File: config.mk
export PLATFORM = sky130hd
export DESIGN_NAME = port_pins_with_shared_functions
export DESIGN_NICKNAME = d
export VERILOG_FILES = /design/src/rtl/port_pkg.sv /design/src/rtl/port_bit_cell.sv /design/src/rtl/port_pins_with_shared_functions.sv
export SDC_FILE = /design/constraint.sdc
export NUM_CORES = 1
export LEC_CHECK = 0
export ABC_CLOCK_PERIOD_IN_PS = 4300
export BUFFER_PORTS_ARGS = -buffer_cell sky130_fd_sc_hd__buf_2
export CORE_MARGIN = 8
export CORE_UTILIZATION = 40
export DETAILED_ROUTE_END_ITERATION = 10
export GPL_ROUTABILITY_DRIVEN = 0
export SETUP_SLACK_MARGIN = 0.2
export SLEW_MARGIN = 10
export SYNTH_ARGS = -nofsm -noshare
export SYNTH_HDL_FRONTEND = slang
export SYNTH_SLANG_ARGS = --single-unit
File: constraint.sdc
create_clock -name sys_clk_i -period 4.3 [get_ports sys_clk_i]
set_clock_uncertainty 0.05 [all_clocks]
set_input_delay 0.43 -clock sys_clk_i [delete_from_list [all_inputs] [get_ports sys_clk_i]]
set_output_delay 0.43 -clock sys_clk_i [all_outputs]
set_load 0.05 [all_outputs]
File: src/rtl/port_pkg.sv
package port_pkg;
    // port widths
    localparam int PORT_ZERO_W  = 8;
    localparam int PORT_ONE_W   = 7;
    localparam int PORT_TWO_W   = 8;
    localparam int PORT_THREE_W = 2;
    localparam int PORT_FIVE_IN_W  = 2;
    localparam int PORT_FIVE_OUT_W = 4;

    // register byte offsets
    localparam logic [11:0] OFS_PORT_ZERO_DATA  = 12'h000;
    localparam logic [11:0] OFS_PORT_ZERO_DIR   = 12'h004;
    localparam logic [11:0] OFS_PORT_ONE_DATA   = 12'h008;
    localparam logic [11:0] OFS_PORT_ONE_DIR    = 12'h00c;
    localparam logic [11:0] OFS_PORT_TWO_DATA   = 12'h010;
    localparam logic [11:0] OFS_PORT_TWO_DIR    = 12'h014;
    localparam logic [11:0] OFS_PORT_THREE_DATA = 12'h018;
    localparam logic [11:0] OFS_PORT_THREE_DIR  = 12'h01c;
    localparam logic [11:0] OFS_PORT_FIVE_DATA  = 12'h020;
    localparam logic [11:0] OFS_FUNC_SEL        = 12'h024;

    // alternate function select bits
    localparam int FS_PULSE    = 0; // 5 bits: pulse_out_0..4
    localparam int FS_SERBUS   = 5; // two-wire serial on port one/three
    localparam int FS_SHIFT    = 6; // clocked serial port on port two
    localparam int FS_CLKCTL   = 7; // clock_control_out on port one bit 0
    localparam int FS_DISPLAY  = 8; // display outputs on port five
    localparam int FS_W        = 9;

    // reset values
    localparam logic [7:0]  DIR_RST   = 8'h00;
    localparam logic [7:0]  LATCH_RST = 8'h00;
    localparam logic [8:0]  FS_RST    = 9'h000;

    // reset hold time of the external source
    localparam int RST_HOLD_US = 2000;
endpackage

File: src/rtl/port_bit_cell.sv
`timescale 1ns/100ps
// one port: latch, direction, pin drive and read-back mux
module port_bit_cell #(
    parameter int W = 8
) (
    input  wire logic         sys_clk_i,
    input  wire logic         rst_n_i,
    input  wire logic         wr_data_i,
    input  wire logic         wr_dir_i,
    input  wire logic [W-1:0] wdata_i,
    input  wire logic [W-1:0] pin_i,
    input  wire logic [W-1:0] alt_sel_i,
    input  wire logic [W-1:0] alt_out_i,
    input  wire logic [W-1:0] alt_oe_i,
    input  wire logic [W-1:0] od_i,
    output logic      [W-1:0] pin_o,
    output logic      [W-1:0] pin_oe_o,
    output logic      [W-1:0] rdata_o,
    output logic      [W-1:0] dir_o
);
    logic [W-1:0] latch_q;
    logic [W-1:0] dir_q;
    logic [W-1:0] drv_val;
    logic [W-1:0] drv_en;

    // latch written regardless of direction
    always_ff @(posedge sys_clk_i) begin
        if (!rst_n_i) begin
            latch_q <= W'(port_pkg::LATCH_RST);
        end else if (wr_data_i) begin
            latch_q <= wdata_i;
        end
    end

    // one direction bit per pin, cleared at reset
    always_ff @(posedge sys_clk_i) begin
        if (!rst_n_i) begin
            dir_q <= W'(port_pkg::DIR_RST);
        end else if (wr_dir_i) begin
            dir_q <= wdata_i;
        end
    end

    // alternate function takes the pin, latch untouched
    always_comb begin
        for (int i = 0; i < W; i++) begin
            if (alt_sel_i[i]) begin
                drv_val[i] = alt_out_i[i];
                drv_en[i]  = alt_oe_i[i] & (~od_i[i] | ~alt_out_i[i]);
            end else begin
                drv_val[i] = latch_q[i];
                drv_en[i]  = dir_q[i] & (~od_i[i] | ~latch_q[i]);
            end
        end
    end

    // registered pin drive and read-back
    always_ff @(posedge sys_clk_i) begin
        if (!rst_n_i) begin
            pin_o    <= '0;
            pin_oe_o <= '0;
            rdata_o  <= '0;
        end else begin
            pin_o    <= drv_val;
            pin_oe_o <= drv_en;
            rdata_o  <= (dir_q & latch_q) | (~dir_q & pin_i);
        end
    end

    assign dir_o = dir_q;
endmodule

File: src/rtl/port_pins_with_shared_functions.sv
`timescale 1ns/100ps
module port_pins_with_shared_functions (
    input  wire logic        sys_clk_i,
    input  wire logic        rst_n_i,
    // apb slave
    input  wire logic        psel,
    input  wire logic        penable,
    input  wire logic        pwrite,
    input  wire logic [11:0] paddr,
    input  wire logic [31:0] pwdata,
    output logic      [31:0] prdata,
    output logic             pready,
    output logic             pslverr,
    // port pins
    input  wire logic [7:0]  port_zero_i,
    output logic      [7:0]  port_zero_o,
    output logic      [7:0]  port_zero_oe_o,
    input  wire logic [6:0]  port_one_i,
    output logic      [6:0]  port_one_o,
    output logic      [6:0]  port_one_oe_o,
    input  wire logic [7:0]  port_two_i,
    output logic      [7:0]  port_two_o,
    output logic      [7:0]  port_two_oe_o,
    input  wire logic [1:0]  port_three_i,
    output logic      [1:0]  port_three_o,
    output logic      [1:0]  port_three_oe_o,
    input  wire logic [1:0]  port_five_i,
    output logic      [3:0]  port_five_o,
    // peripheral side
    input  wire logic [4:0]  pulse_out_i,
    input  wire logic        scl1_out_i,
    input  wire logic        scl2_out_i,
    input  wire logic        sda1_out_i,
    input  wire logic        sda2_out_i,
    input  wire logic        sda3_out_i,
    input  wire logic        scl3_out_i,
    input  wire logic        shift_clk_out_i,
    input  wire logic        shift_clk_oe_i,
    input  wire logic        shift_data_out_i,
    input  wire logic        clock_control_out_i,
    input  wire logic [3:0]  display_out_i,
    output logic      [3:0]  serbus_in_o,
    output logic      [1:0]  serbus3_in_o,
    output logic             shift_clk_in_o,
    output logic             shift_data_in_o,
    output logic             ext_irq_in_1_o,
    output logic             ext_irq_in_2_o,
    output logic             ext_irq_in_3_o,
    output logic             timer_b_ext_clock_o,
    output logic             timer_b_alt_clock_o,
    output logic             timer_c_ext_clock_o,
    output logic      [8:1]  analog_in_o,
    output logic             hsync_in_o,
    output logic             vsync_in_o
);
    //////////////////////////////////////////////////////////////////////////
    logic [8:0] func_sel_q;
    logic [3:0] five_latch_q;
    logic       acc;
    logic       wr;
    logic [3:0] wr_data_sel;
    logic [3:0] wr_dir_sel;
    logic [7:0] rd0;
    logic [6:0] rd1;
    logic [7:0] rd2;
    logic [1:0] rd3;
    logic [7:0] dir0;
    logic [6:0] dir1;
    logic [7:0] dir2;
    logic [1:0] dir3;
    logic       map_hit;
    logic [31:0] rd_mux;

    // access phase decode; slave answers in the first access cycle
    assign acc = psel & penable;
    assign wr  = acc & pwrite;

    always_comb begin
        wr_data_sel[0] = wr & (paddr == port_pkg::OFS_PORT_ZERO_DATA);
        wr_dir_sel[0]  = wr & (paddr == port_pkg::OFS_PORT_ZERO_DIR);
        wr_data_sel[1] = wr & (paddr == port_pkg::OFS_PORT_ONE_DATA);
        wr_dir_sel[1]  = wr & (paddr == port_pkg::OFS_PORT_ONE_DIR);
        wr_data_sel[2] = wr & (paddr == port_pkg::OFS_PORT_TWO_DATA);
        wr_dir_sel[2]  = wr & (paddr == port_pkg::OFS_PORT_TWO_DIR);
        wr_data_sel[3] = wr & (paddr == port_pkg::OFS_PORT_THREE_DATA);
        wr_dir_sel[3]  = wr & (paddr == port_pkg::OFS_PORT_THREE_DIR);
    end

    //////////////////////////////////////////////////////////////////////////
    // function select and port five output latch
    always_ff @(posedge sys_clk_i) begin
        if (!rst_n_i) begin
            func_sel_q   <= port_pkg::FS_RST;
            five_latch_q <= 4'h0;
        end else begin
            if (wr && paddr == port_pkg::OFS_FUNC_SEL) begin
                func_sel_q <= pwdata[8:0];
            end
            if (wr && paddr == port_pkg::OFS_PORT_FIVE_DATA) begin
                five_latch_q <= pwdata[5:2];
            end
        end
    end

    //////////////////////////////////////////////////////////////////////////
    // port zero: open drain, pulse outputs on bits 0..4
    port_bit_cell #(.W(port_pkg::PORT_ZERO_W)) u_port_zero (
        .sys_clk_i (sys_clk_i),
        .rst_n_i   (rst_n_i),
        .wr_data_i (wr_data_sel[0]),
        .wr_dir_i  (wr_dir_sel[0]),
        .wdata_i   (pwdata[7:0]),
        .pin_i     (port_zero_i),
        .alt_sel_i ({3'h0, func_sel_q[4:0]}),
        .alt_out_i ({3'h0, pulse_out_i}),
        .alt_oe_i  (8'hff),
        .od_i      (8'hff),
        .pin_o     (port_zero_o),
        .pin_oe_o  (port_zero_oe_o),
        .rdata_o   (rd0),
        .dir_o     (dir0)
    );

    // port one: cmos, serial bus open drain on 1..4, clock control on 0
    port_bit_cell #(.W(port_pkg::PORT_ONE_W)) u_port_one (
        .sys_clk_i (sys_clk_i),
        .rst_n_i   (rst_n_i),
        .wr_data_i (wr_data_sel[1]),
        .wr_dir_i  (wr_dir_sel[1]),
        .wdata_i   (pwdata[6:0]),
        .pin_i     (port_one_i),
        .alt_sel_i ({2'h0, {4{func_sel_q[port_pkg::FS_SERBUS]}},
                     func_sel_q[port_pkg::FS_CLKCTL]}),
        .alt_out_i ({2'h0, sda2_out_i, sda1_out_i, scl2_out_i, scl1_out_i,
                     clock_control_out_i}),
        .alt_oe_i  (7'h7f),
        .od_i      ({2'h0, {4{func_sel_q[port_pkg::FS_SERBUS]}}, 1'b0}),
        .pin_o     (port_one_o),
        .pin_oe_o  (port_one_oe_o),
        .rdata_o   (rd1),
        .dir_o     (dir1)
    );

    // port two: shift clock open drain, data out open drain
    port_bit_cell #(.W(port_pkg::PORT_TWO_W)) u_port_two (
        .sys_clk_i (sys_clk_i),
        .rst_n_i   (rst_n_i),
        .wr_data_i (wr_data_sel[2]),
        .wr_dir_i  (wr_dir_sel[2]),
        .wdata_i   (pwdata[7:0]),
        .pin_i     (port_two_i),
        .alt_sel_i ({6'h0, {2{func_sel_q[port_pkg::FS_SHIFT]}}}),
        .alt_out_i ({6'h0, shift_data_out_i, shift_clk_out_i}),
        .alt_oe_i  ({6'h0, 1'b1, shift_clk_oe_i}),
        .od_i      ({6'h0, {2{func_sel_q[port_pkg::FS_SHIFT]}}}),
        .pin_o     (port_two_o),
        .pin_oe_o  (port_two_oe_o),
        .rdata_o   (rd2),
        .dir_o     (dir2)
    );

    // port three: serial bus channel three, open drain
    port_bit_cell #(.W(port_pkg::PORT_THREE_W)) u_port_three (
        .sys_clk_i (sys_clk_i),
        .rst_n_i   (rst_n_i),
        .wr_data_i (wr_data_sel[3]),
        .wr_dir_i  (wr_dir_sel[3]),
        .wdata_i   (pwdata[1:0]),
        .pin_i     (port_three_i),
        .alt_sel_i ({2{func_sel_q[port_pkg::FS_SERBUS]}}),
        .alt_out_i ({scl3_out_i, sda3_out_i}),
        .alt_oe_i  (2'h3),
        .od_i      ({2{func_sel_q[port_pkg::FS_SERBUS]}}),
        .pin_o     (port_three_o),
        .pin_oe_o  (port_three_oe_o),
        .rdata_o   (rd3),
        .dir_o     (dir3)
    );

    //////////////////////////////////////////////////////////////////////////
    // inputs routed to peripherals, registered
    always_ff @(posedge sys_clk_i) begin
        if (!rst_n_i) begin
            serbus_in_o         <= 4'h0;
            serbus3_in_o        <= 2'h0;
            shift_clk_in_o      <= 1'b0;
            shift_data_in_o     <= 1'b0;
            ext_irq_in_1_o      <= 1'b0;
            ext_irq_in_2_o      <= 1'b0;
            ext_irq_in_3_o      <= 1'b0;
            timer_b_ext_clock_o <= 1'b0;
            timer_b_alt_clock_o <= 1'b0;
            timer_c_ext_clock_o <= 1'b0;
            analog_in_o         <= 8'h00;
            hsync_in_o          <= 1'b0;
            vsync_in_o          <= 1'b0;
        end else begin
            serbus_in_o         <= port_one_i[4:1];
            serbus3_in_o        <= port_three_i;
            shift_clk_in_o      <= port_two_i[0];
            shift_data_in_o     <= port_two_i[2];
            ext_irq_in_2_o      <= port_zero_i[6];
            ext_irq_in_1_o      <= port_zero_i[7];
            ext_irq_in_3_o      <= port_two_i[5];
            timer_c_ext_clock_o <= port_two_i[3];
            timer_b_ext_clock_o <= port_two_i[4];
            timer_b_alt_clock_o <= port_one_i[6];
            analog_in_o         <= {port_one_i[6], port_two_i[2:0],
                                    port_zero_i[6:3]};
            hsync_in_o          <= port_five_i[0];
            vsync_in_o          <= port_five_i[1];
        end
    end

    // port five outputs: latch or display engine
    always_ff @(posedge sys_clk_i) begin
        if (!rst_n_i) begin
            port_five_o <= 4'h0;
        end else if (func_sel_q[port_pkg::FS_DISPLAY]) begin
            port_five_o <= display_out_i;
        end else begin
            port_five_o <= five_latch_q;
        end
    end

    //////////////////////////////////////////////////////////////////////////
    // read mux
    always_comb begin
        map_hit = 1'b1;
        rd_mux  = 32'h0;
        unique case (paddr)
            port_pkg::OFS_PORT_ZERO_DATA:  rd_mux = {24'h0, rd0};
            port_pkg::OFS_PORT_ZERO_DIR:   rd_mux = {24'h0, dir0};
            port_pkg::OFS_PORT_ONE_DATA:   rd_mux = {25'h0, rd1};
            port_pkg::OFS_PORT_ONE_DIR:    rd_mux = {25'h0, dir1};
            port_pkg::OFS_PORT_TWO_DATA:   rd_mux = {24'h0, rd2};
            port_pkg::OFS_PORT_TWO_DIR:    rd_mux = {24'h0, dir2};
            port_pkg::OFS_PORT_THREE_DATA: rd_mux = {30'h0, rd3};
            port_pkg::OFS_PORT_THREE_DIR:  rd_mux = {30'h0, dir3};
            port_pkg::OFS_PORT_FIVE_DATA:  rd_mux = {26'h0, five_latch_q, port_five_i};
            port_pkg::OFS_FUNC_SEL:        rd_mux = {23'h0, func_sel_q};
            default:                       map_hit = 1'b0;
        endcase
    end

    // apb answer: registered, no wait state, error on unmapped address
    always_ff @(posedge sys_clk_i) begin
        if (!rst_n_i) begin
            pready  <= 1'b0;
            pslverr <= 1'b0;
            prdata  <= 32'h0;
        end else begin
            pready  <= psel & ~penable;
            pslverr <= psel & ~penable & ~map_hit;
            prdata  <= (psel & ~penable & ~pwrite) ? rd_mux : 32'h0;
        end
    end
endmodule

== Word level (Yosys, flattened, before mapping) ==
Cells that the tools add are included.
Widths: inputs -> output; s select.
Storage, ports and cells
  register bits after elaboration: 200
  logic and storage cells: 180
Cells by class
  reductions and logical operators: 5
  mux-type cells: 31
  bitwise gates (word level): 96
  eq/ne operators: 9
Operators by type and width (number)
  $pmux 9 s10: 1
  $eq 12x5->1 const B: 4
  $not 1->1: 34
  $and 8x8->8: 4
  $and 1x1->1: 30
  $mux 1: 29
  $eq 12x4->1 const B: 2
  $eq 12x6->1 const B: 2
  $not 8->8: 2
  $or 1x1->1: 16
  $or 8x8->8: 2
  $and 7x7->7: 2
  $eq 12x3->1 const B: 1
  $logic_not 12->1: 1
  $reduce_or 10->1: 1
  $not 7->7: 1
  $or 7x7->7: 1
  $and 2x2->2: 2
  $mux 4: 1
  $logic_and 1x1->1: 2
  $not 2->2: 1
  $or 2x2->2: 1
  $reduce_and 2->1: 1

== Logic depth before layout (Yosys ltp) ==
Gate-level depths: netlist of run 1.
  depth in word-level cells: 5
  depth in mapped cells: 7
  mapped depth without buffers: 4

== Modules after synthesis ==
Synthesis of run 1 repeated with hierarchy kept, for this count alone.
Unflattened totals
  cell total of the unflattened synthesis: 699
  area, all modules: 7241.9 um2
By module, submodules not included
  port_bit_cell (u_port_two ...): cells each 135, seq. area each 800.8 um2, instances 2, area each 1517.7 um2
  port_pins_with_shared_functions: cells each 278, seq. area each 960.9 um2, instances 1, area each 2523.7 um2
  port_bit_cell (u_port_one): cells each 118, seq. area each 700.7 um2, instances 1, area each 1318.8 um2
  port_bit_cell (u_port_three): cells each 33, seq. area each 200.2 um2, instances 1, area each 364.1 um2

== Least setup slack after synthesis of run 1 ==
No wires, ideal clock.
  path kind: input port to flip-flop
  start point: input port paddr[7]
  end point: register u_port_two.latch_q[0]
  cell stages on the path: 4
  data arrival time: 1824 ps
  slack: 2354 ps
  cells stage by stage: nor4_4 -> nand3_4 -> nor4_4 -> mux2i_1
On the way
  word-level cells in the longest chain between the ends: 2
RTL lines
  from (decl): line port_pins_with_shared_functions.sv:9  | input wire logic [11:0] paddr,
  $eq 12x5->1: line port_pins_with_shared_functions.sv:83  | wr_data_sel[2] = wr & (paddr == port_pkg::OFS_PORT_TWO_DATA);
  $and 1x1->1: line port_pins_with_shared_functions.sv:83
  to (signal assigned): line port_bit_cell.sv:29  | latch_q <= W'(port_pkg::LATCH_RST);
  to (signal assigned): line port_bit_cell.sv:31  | latch_q <= wdata_i;
  to (decl): line port_bit_cell.sv:21  | logic [W-1:0] latch_q;
No other way between the ends.
A chain may end at the register's enable or synchronous reset.

== Final worst setup path of run 1 ==
  start point: input port paddr[7]
  end point: register u_port_two.latch_q[3]
The elaborated chain is that of the path after synthesis.

==> implementation parameters, run 1 <==
Parameter                              Value

Timing
  Highest clock rate    416 MHz
  Period utilisation layout    0.559
  Normalized max-slew margin    0.426
  Fin. max-slew vios    0
  Final setup TNS    0 ns
  Final min period    2.40 ns
  Worst slew pin tran    0.860 ns
  Final setup violation count    0
  Setup repair after global routing missed its margin    no
  Final hold violation count    0

Die
  FP Rows    48
  Starting density of the core    0.406
  Total die area    21800 sq um
  Horizontal die dimension    148 um
  Area of the core region    17100 sq um
  Boundary pin count    207
  Floorplan die height    148 um

Synthesis
  Fraction of post-synthesis cell area in the top cell type by area    0.498
  Top FF cell, synth    sky130_fd_sc_hd__dfxtp_1
  Post-synthesis sequential element count    173
  Number of enable flip-flop cells after synthesis    0
  Synthesized area    6950 sq um
  Syn_area_per_cell    9.87 sq um
  Library cell with the largest summed area after synthesis    sky130_fd_sc_hd__dfxtp_1
  Share of synthesized registers carrying an async set or reset    0
  Instance count of the mapped netlist    704
  Warning count from the yosys run    0
  Leading cell types by total area after synthesis    sky130_fd_sc_hd__dfxtp_1 (50%), sky130_fd_sc_hd__mux2i_1 (9.1%), sky130_fd_sc_hd__a21boi_0 (4.5%)
  Portion of the post-synthesis area used by sequential elements    0.498
  Count of distinct cell types in the synthesized netlist    53

Power
  Maximum VDD drop    0.289 mV
  Net switching power figure    0.879 mW
  Post-route total power    3.40 mW
  Cell leakage power    3.40 nW
  Share of power burned in combinational logic    0.077
  Clock share of power    0.444
  Sequential Power Share    0.479
  Power density cells    408 nW/um^2
  Power Internal    2.52 mW
  Switch share    0.258

Clock network
  Clock Sinks    173
  PostCTS Resize Cnt    0
  Clk Tree Root Cell    sky130_fd_sc_hd__clkbuf_16
  CTS clock-pin slew for the worst setup and hold paths    0.07 ns
  Worst-skew pair later-pin latency    0.43 ns
  Post CTS Setup Buffer Count    0
  Clock tree from TritonCTS    done
  H-tree depth reported by CTS    4
  Maximum root-to-sink buffer count    2
  Hold buffer count at CTS    0
  TritonCTS Buffers    17

Drt
  First-iteration detailed-routing DRC count    386
  Wirelength, routed    19500 um
  First-pass iteration count of the detailed router    4
  Antenna violation net count after detailed routing    0
  Vias    5411
  Number of design rule violations left after detail routing    0
  Average routed wire per standard cell    18.1 um
  Routed vias/inst    5.04

Setup path
  Kind of critical path    input port to flop
  Maximum fanout along the worst path    37
  Critical Path Source Type    input port
  Worst Path Required    4.61 ns
  Critical path endpoint category    flop
  Length in cells of the worst reg-to-reg path    4
  Arrival time at the worst endpoint    2.72 ns

Place
  Area post-placement    7770 sq um
  HPWL after detailed placement    13600 um
  Count of input and output buffers    160

Finish
  Leading cell type in the layout, fill and taps excluded    sky130_fd_sc_hd__dfxtp_1
  Area Growth Syn to Fin    20.0%
  Fin nets    931
  Finished Cell Area    8340 sq um
  Share of final-layout standard cells stronger than drive strength 1    0.254
  Antenna diodes    0
  Most used cells in the layout excluding fill and tap cells    sky130_fd_sc_hd__dfxtp_1 (173), sky130_fd_sc_hd__buf_2 (159), sky130_fd_sc_hd__mux2i_1 (63), sky130_fd_sc_hd__o21ai_0 (54)

Global routing
  Largest net degree at the start of global routing    80
  First-pass GRT wire length    30200 um
  Antenna violations before repair    0
  All-layer global routing usage    0.177
  Global route overflow    0
  Vias in the first global route    5459

Flow run
  Maxcap violations    0

Min path
  Classification of the worst-slack hold path    input port to flop
  Hold path cells    2

Status
  Run status    completed
-- power groups by stage --
stage	Sequential, mW	Clock [mW]	Combinational (mW)
after floorplan	1.70	0	0.156
after global placement	1.67	0	0.261
after detailed placement	1.67	0	0.261
after CTS	1.63	1.54	0.262
after global routing	1.63	1.61	0.279
final	1.63	1.51	0.263
-- per-layer routing --
layer  part of all wire  GRT usage  wire (um)
met1               0.46      0.230       8960
met5                  0          0          0
met2               0.45      0.274       8750
met3              0.076     0.0541       1480
met4              0.015     0.0622        293
-- critical path, cell delays in order --
cell                      delay, ns
sky130_fd_sc_hd__buf_2         0.11
sky130_fd_sc_hd__nor4_4        0.59
sky130_fd_sc_hd__nand3_4       0.50
sky130_fd_sc_hd__nor4_4        0.81
sky130_fd_sc_hd__mux2i_1       0.27
-- final timing paths --
kind                     startpoint                        to  slack (ns)
max reg2reg           func_sel_q[5]                 prdata[5]        2.49
max                        paddr[7]     u_port_two.latch_q[3]        1.90
min reg2reg  u_port_zero.latch_q[5]   u_port_zero.pin_oe_o[5]        0.38
min                      scl3_out_i  u_port_three.pin_oe_o[1]        0.13
-- stage by stage --
step | hold slack (ns) | setup WS [ns] | utilization | std cells
CTS | 0.115 | 1.93 | 0.487 | 1074
global placement | 0.373 | 1.45 | 0.454 | 1042
global route | 0.133 | 1.77 | 0.487 | 1074
finish | 0.131 | 1.90 | 0.487 | 1074
floorplan | 0.352 | 2.35 | - | 726
detailed placement | 0.370 | 1.46 | 0.454 | 1042
-- sequential cells by signal (all words and copies together) (netlist names), 8 cells and up --
signal	count
func_sel_q	9
prdata	9
u_port_two.dir_o	8
u_port_two.latch_q	8
u_port_two.pin_o	8
u_port_two.pin_oe_o	8
u_port_two.rdata_o	8
u_port_zero.dir_o	8
u_port_zero.latch_q	8
u_port_zero.pin_o	8
u_port_zero.pin_oe_o	8
u_port_zero.rdata_o	8
-- kinds of logic after synthesis --
kind of cell,count (synthesis),synth area share
AO/OA/AOI/OAI,147,0.139
AND/OR/NAND/NOR,228,0.191
buffers and inverters,81,0.0600
multiplexers,74,0.112
other,1,0.000540
flip-flops,173,0.498
-- cell type report --
class | count | area, sq um
well taps | 225 | 282
fillers | 1642 | 8780
repair buffers | 164 | 833
clock inverters | 13 | 130
inverters | 8 | 30.0
flip-flops and latches | 173 | 3460
multi-input cells | 472 | 3160
clock buffers | 19 | 443
-- cell usage after synthesis (all sizes together) (4+ instances only) --
master	count
o21ai	54
clkbuf	36
buf	37
mux2	9
nand3b	5
a21oi	11
nor2	18
nand2b	9
a21boi	46
nor2b	49
o211a	5
inv	8
o31ai	9
a32oi	4
nand2	33
dfxtp	173
nor4	4
nand4	4
nor3	4
and2	35
mux2i	63
and3	4
nand3	50
Note: power is estimated with default switching activity, not from simulation.
==> inputs of run 2 (changes only) <==
ABC_CLOCK_PERIOD_IN_PS = 2300   (was 4300)
clock period = 2.3 ns   (was 4.3 ns; I/O delays follow)
==> implementation parameters, run 2 (synthesized netlist as in run 1, its figures left out) <==
Parameter                              Value

Drt
  Routed vias/inst    4.99
  Antenna violation net count after detailed routing    0
  Wirelength, routed    19600 um
  First-pass iteration count of the detailed router    4
  Average routed wire per standard cell    17.4 um
  First-iteration detailed-routing DRC count    341
  Vias    5613
  Number of design rule violations left after detail routing    0

Place
  Count of input and output buffers    160
  HPWL after detailed placement    13900 um
  Placement-stage worst setup slack    0.369 ns

Power
  Maximum VDD drop    0.521 mV
  Switch share    0.269
  Clock share of power    0.436
  Sequential Power Share    0.478
  Power density cells    725 nW/um^2
  Power Internal    4.66 mW
  Cell leakage power    3.64 nW
  Share of power burned in combinational logic    0.086
  Net switching power figure    1.71 mW

Global routing
  First-pass GRT wire length    31100 um
  Vias in the first global route    5623
  Global route overflow    0
  GR Util met2    0.280
  Met1 track demand over resource in global routing    0.234
  All-layer global routing usage    0.181
  Highest-utilization routing layer at the global route stage    met2
  Largest net degree at the start of global routing    156
  Met3 Use GR    0.0605
  Antenna violations before repair    0

Timing
  Final setup violation count    0
  Worst slew pin tran    0.621 ns
  Setup repair after global routing missed its margin    no
  Highest clock rate    675 MHz
  Final min period    1.48 ns
  Normalized max-slew margin    0.586
  Fin. max-slew vios    0
  Period utilisation layout    0.644
  PnR worst setup slack    0.819 ns
  Final-layout worst hold slack    0.0157 ns
  Final hold violation count    0
  Final setup TNS    0 ns

Clock network
  Clock Sinks    173
  TritonCTS Buffers    17
  Clk Tree Root Cell    sky130_fd_sc_hd__clkbuf_16
  Clock tree from TritonCTS    done
  H-tree depth reported by CTS    4
  Maximum root-to-sink buffer count    2
  CTS clock-pin slew for the worst setup and hold paths    0.07 ns
  Post CTS Setup Buffer Count    0
  Worst-skew pair later-pin latency    0.44 ns

Min path
  Classification of the worst-slack hold path    input port to flop
  Worst hold path startpoint    port_zero_i[1]

Die
  Floorplan die height    148 um
  FP Rows    48
  Total die area    21800 sq um
  Horizontal die dimension    148 um
  Area of the core region    17100 sq um
  Boundary pin count    207
  Starting density of the core    0.406

Setup path
  Critical path endpoint category    flop
  Cell at the slowest stage of the critical path    sky130_fd_sc_hd__or3_1
  Launching instance or port of the critical path    paddr[7]
  Crit path largest cell delay    0.57 ns
  Maximum fanout along the worst path    9
  Startpoint of the worst-slack reg-to-reg timing path    u_port_one.dir_o[0]
  Cell Chain, Critical Path    buf_2 > nor4_4 > nand4_1 > or3_1 > o21ba_1
  Critical Path Source Type    input port
  Arrival time at the worst endpoint    1.81 ns
  Worst Path Required    2.63 ns
  Kind of critical path    input port to flop

Finish
  Antenna diodes    0
  End-of-flow core utilization    0.514
  Leading cell type in the layout, fill and taps excluded    sky130_fd_sc_hd__dfxtp_1
  Largest registers ranked by flip-flop count    func_sel_q (9), prdata (9)
  Fin nets    981
  Most used cells in the layout excluding fill and tap cells    sky130_fd_sc_hd__dfxtp_1 (173), sky130_fd_sc_hd__buf_2 (159), sky130_fd_sc_hd__mux2i_1 (63), sky130_fd_sc_hd__o21ai_0 (54)
  Area Growth Syn to Fin    26.7%
  Share of final-layout standard cells stronger than drive strength 1    0.263

Flow run
  Maxcap violations    0

Status
  Run status    completed
-- run 2: power by group through the flow --
stage | sequential, mW | clock (mW) | combinational (mW)
6_report | 3.05 | 2.78 | 0.547
3_5_place_dp | 3.12 | 0 | 0.505
2_1_floorplan | 3.19 | 0 | 0.292
4_1_cts | 3.05 | 2.87 | 0.547
5_1_grt | 3.05 | 2.99 | 0.583
3_3_place_gp | 3.12 | 0 | 0.503
-- run 2: worst max-delay path, delay by kind of cell --
kind | cells | cell delay, ns
AND/OR/NAND/NOR | 3 | 1.16
AO/OA/AOI/OAI | 1 | 0.30
buffers and inverters | 1 | 0.11
-- run 2: what timing repair did --
item | 4_1_cts | 5_1_grt
hold buffers | 31 | 0
gates resized for setup | 0 | 0
endpoints found under the hold margin | 33 | 0
-- run 2: layout make-up --
cell class | count | area (sq um)
Clock buffer | 17 | 425
Clock inverter | 15 | 145
Fill cell | 1675 | 8310
Inverter | 8 | 30.0
Multi-Input combinational cell | 472 | 3160
Sequential cell | 173 | 3460
Tap cell | 225 | 282
Timing Repair Buffer | 214 | 1300
-- run 2: worst paths after layout --
path	to	slack, ns	cells after the start
worst min-delay path	u_port_zero.rdata_o[1]	0.02	3
worst min register to register	u_port_zero.pin_oe_o[5]	0.38	1
worst max-delay path	prdata[6]	0.82	5
worst max register to register	prdata[0]	0.91	4
-- run 2: metal layers --
metal	share of wire	routed length, um
met5	0	0
met4	0.019	371
met3	0.080	1570
met2	0.45	8740
met1	0.46	8920
-- run 2: metrics by stage --
step / instances / cell area, sq um / power, mW
after global placement: 1061 / 7920 / 3.62
final: 1124 / 8800 / 6.38
after detailed placement: 1061 / 7920 / 3.62
after global routing: 1124 / 8800 / 6.63
after floorplan: 726 / 7030 / 3.48
after CTS: 1124 / 8800 / 6.46
==> inputs of run 3 (changes only) <==
ABC_CLOCK_PERIOD_IN_PS = 1360   (was 2300)
PLACE_DENSITY = 0.67   (was default)
clock period = 1.36 ns   (was 2.3 ns; I/O delays follow)
==> implementation parameters, run 3 (synthesized netlist as in run 1, its figures left out) <==
Parameter                              Value

Drt
  Routed vias/inst    4.96
  Number of design rule violations left after detail routing    0
  Vias    5986
  Antenna violation net count after detailed routing    0
  Wirelength, routed    21000 um
  Average routed wire per standard cell    17.4 um
  First-iteration detailed-routing DRC count    464
  First-pass iteration count of the detailed router    5

Min path
  Classification of the worst-slack hold path    input port to flop

Timing
  Period utilisation layout    0.946
  Final hold violation count    0
  Fin. max-slew vios    0
  Highest clock rate    778 MHz
  Final min period    1.29 ns
  Setup repair after global routing missed its margin    yes
  Final setup violation count    0

Finish
  Area Growth Syn to Fin    46.6%
  Antenna diodes    0
  Most used cells in the layout excluding fill and tap cells    sky130_fd_sc_hd__dfxtp_1 (152), sky130_fd_sc_hd__buf_4 (126), sky130_fd_sc_hd__buf_2 (68), sky130_fd_sc_hd__mux2i_1 (62), sky130_fd_sc_hd__dlygate4sd3_1 (52)
  Share of final-layout standard cells stronger than drive strength 1    0.356
  Combined area of the multi-input logic cells    3320 sq um
  Leading cell type in the layout, fill and taps excluded    sky130_fd_sc_hd__dfxtp_1
  Fin nets    1065
  Fillers    1431
  Largest registers ranked by flip-flop count    func_sel_q (9), prdata (9)
  End-of-flow core utilization    0.595
  Register Area    3490 sq um

Setup path
  Launching instance or port of the critical path    u_port_two.dir_o[7]
  Capture point of the worst reg-to-reg path    prdata[7]
  Critical path endpoint category    flop
  Capture point of the critical path    prdata[7]
  Worst Path Required    1.64 ns
  Critical Path Source Type    flop
  Kind of critical path    flop to flop
  Length in cells of the worst reg-to-reg path    4
  Arrival time at the worst endpoint    1.57 ns
  Maximum fanout along the worst path    2
  Flop2flop setup slack    0.07 ns
  Startpoint of the worst-slack reg-to-reg timing path    u_port_two.dir_o[7]

Power
  Power density cells    1110 nW/um^2
  Maximum VDD drop    0.864 mV
  Cell leakage power    4.16 nW
  Post-route total power    11.3 mW

Clock network
  Clk Tree Root Cell    sky130_fd_sc_hd__clkbuf_16
  Clock tree from TritonCTS    done
  Worst-skew pair later-pin latency    0.44 ns
  H-tree depth reported by CTS    4
  TritonCTS Buffers    17
  Maximum root-to-sink buffer count    2
  CTS clock-pin slew for the worst setup and hold paths    0.07 ns
  Clock Sinks    173

Global routing
  All-layer global routing usage    0.188
  Antenna violations before repair    0
  First-pass GRT wire length    32300 um
  Largest net degree at the start of global routing    69
  Vias in the first global route    6020
  Global route overflow    0

Die
  Area of the core region    17100 sq um
  Total die area    21800 sq um
  Boundary pin count    207
  FP Rows    48
  Floorplan die height    148 um
  Starting density of the core    0.406
  Horizontal die dimension    148 um

Place
  Count of input and output buffers    160
  HPWL after detailed placement    14900 um

Status
  Run status    completed

Flow run
  Maxcap violations    0
## run 3: report_power, final
part           total [mW]  switching [mW]  internal [mW]  leakage (nW)
clock network        4.99            2.08           2.91         0.288
logic                1.13           0.661          0.472          2.46
registers            5.17          0.0294           5.14          1.42
## run 3: cell type report
class,instances,area share
Clock buffer,21,0.0472
Clock inverter,11,0.0128
Inverter,8,0.00295
Multi-Input combinational cell,472,0.326
Sequential cell,173,0.343
Tap cell,225,0.0276
Timing Repair Buffer,298,0.241
## run 3: through the flow
stage                     setup WS [ns]  instance area [sq um]  TNS (ns)  cells  hold slack [ns]
after floorplan                  -0.204                   7210     -4.66    726            0.180
after global placement           -0.233                   8510    -10.59   1118            0.284
after detailed placement         -0.313                   8510    -14.04   1118            0.285
after CTS                        0.0321                   9980         0   1205           0.0312
after global routing             0.0492                  10200         0   1208           0.0286
final                            0.0740                  10200         0   1208           0.0365
## run 3: repair_timing
item | 4_1_cts | 5_1_grt
gates cloned | 0 | 1
endpoints found under the hold margin | 92 | 0
pin swaps | 6 | 9
hold buffers | 52 | 0
setup buffers | 3 | 2
setup endpoints to repair | 101 | 68
resized for setup | 119 | 55
## run 3: critical path, cell delays in order, from the launching register on
cell and delay, ns:
sky130_fd_sc_hd__dfxtp_1 0.31, sky130_fd_sc_hd__mux4_2 0.49, sky130_fd_sc_hd__nor2b_1 0.16, sky130_fd_sc_hd__a21oi_2 0.12
sky130_fd_sc_hd__nor3_2 0.05
## run 3: worst min-delay path by stage
stage / start / to / cells past startpoint
2_1_floorplan: sda3_out_i / u_port_three.pin_oe_o[0] / 1
5_1_grt: pwdata[2] / func_sel_q[2] / 3
6_report: rst_n_i / ext_irq_in_3_o / 3
3_5_place_dp: sda3_out_i / u_port_three.pin_oe_o[0] / 2
3_3_place_gp: sda3_out_i / u_port_three.pin_oe_o[0] / 2
4_1_cts: rst_n_i / ext_irq_in_3_o / 3
## run 3: routing by layer
layer / share of wire / track usage
met1: 0.43 / 0.231
met2: 0.48 / 0.303
met3: 0.071 / 0.0517
met4: 0.018 / 0.0801
met5: 0 / 0
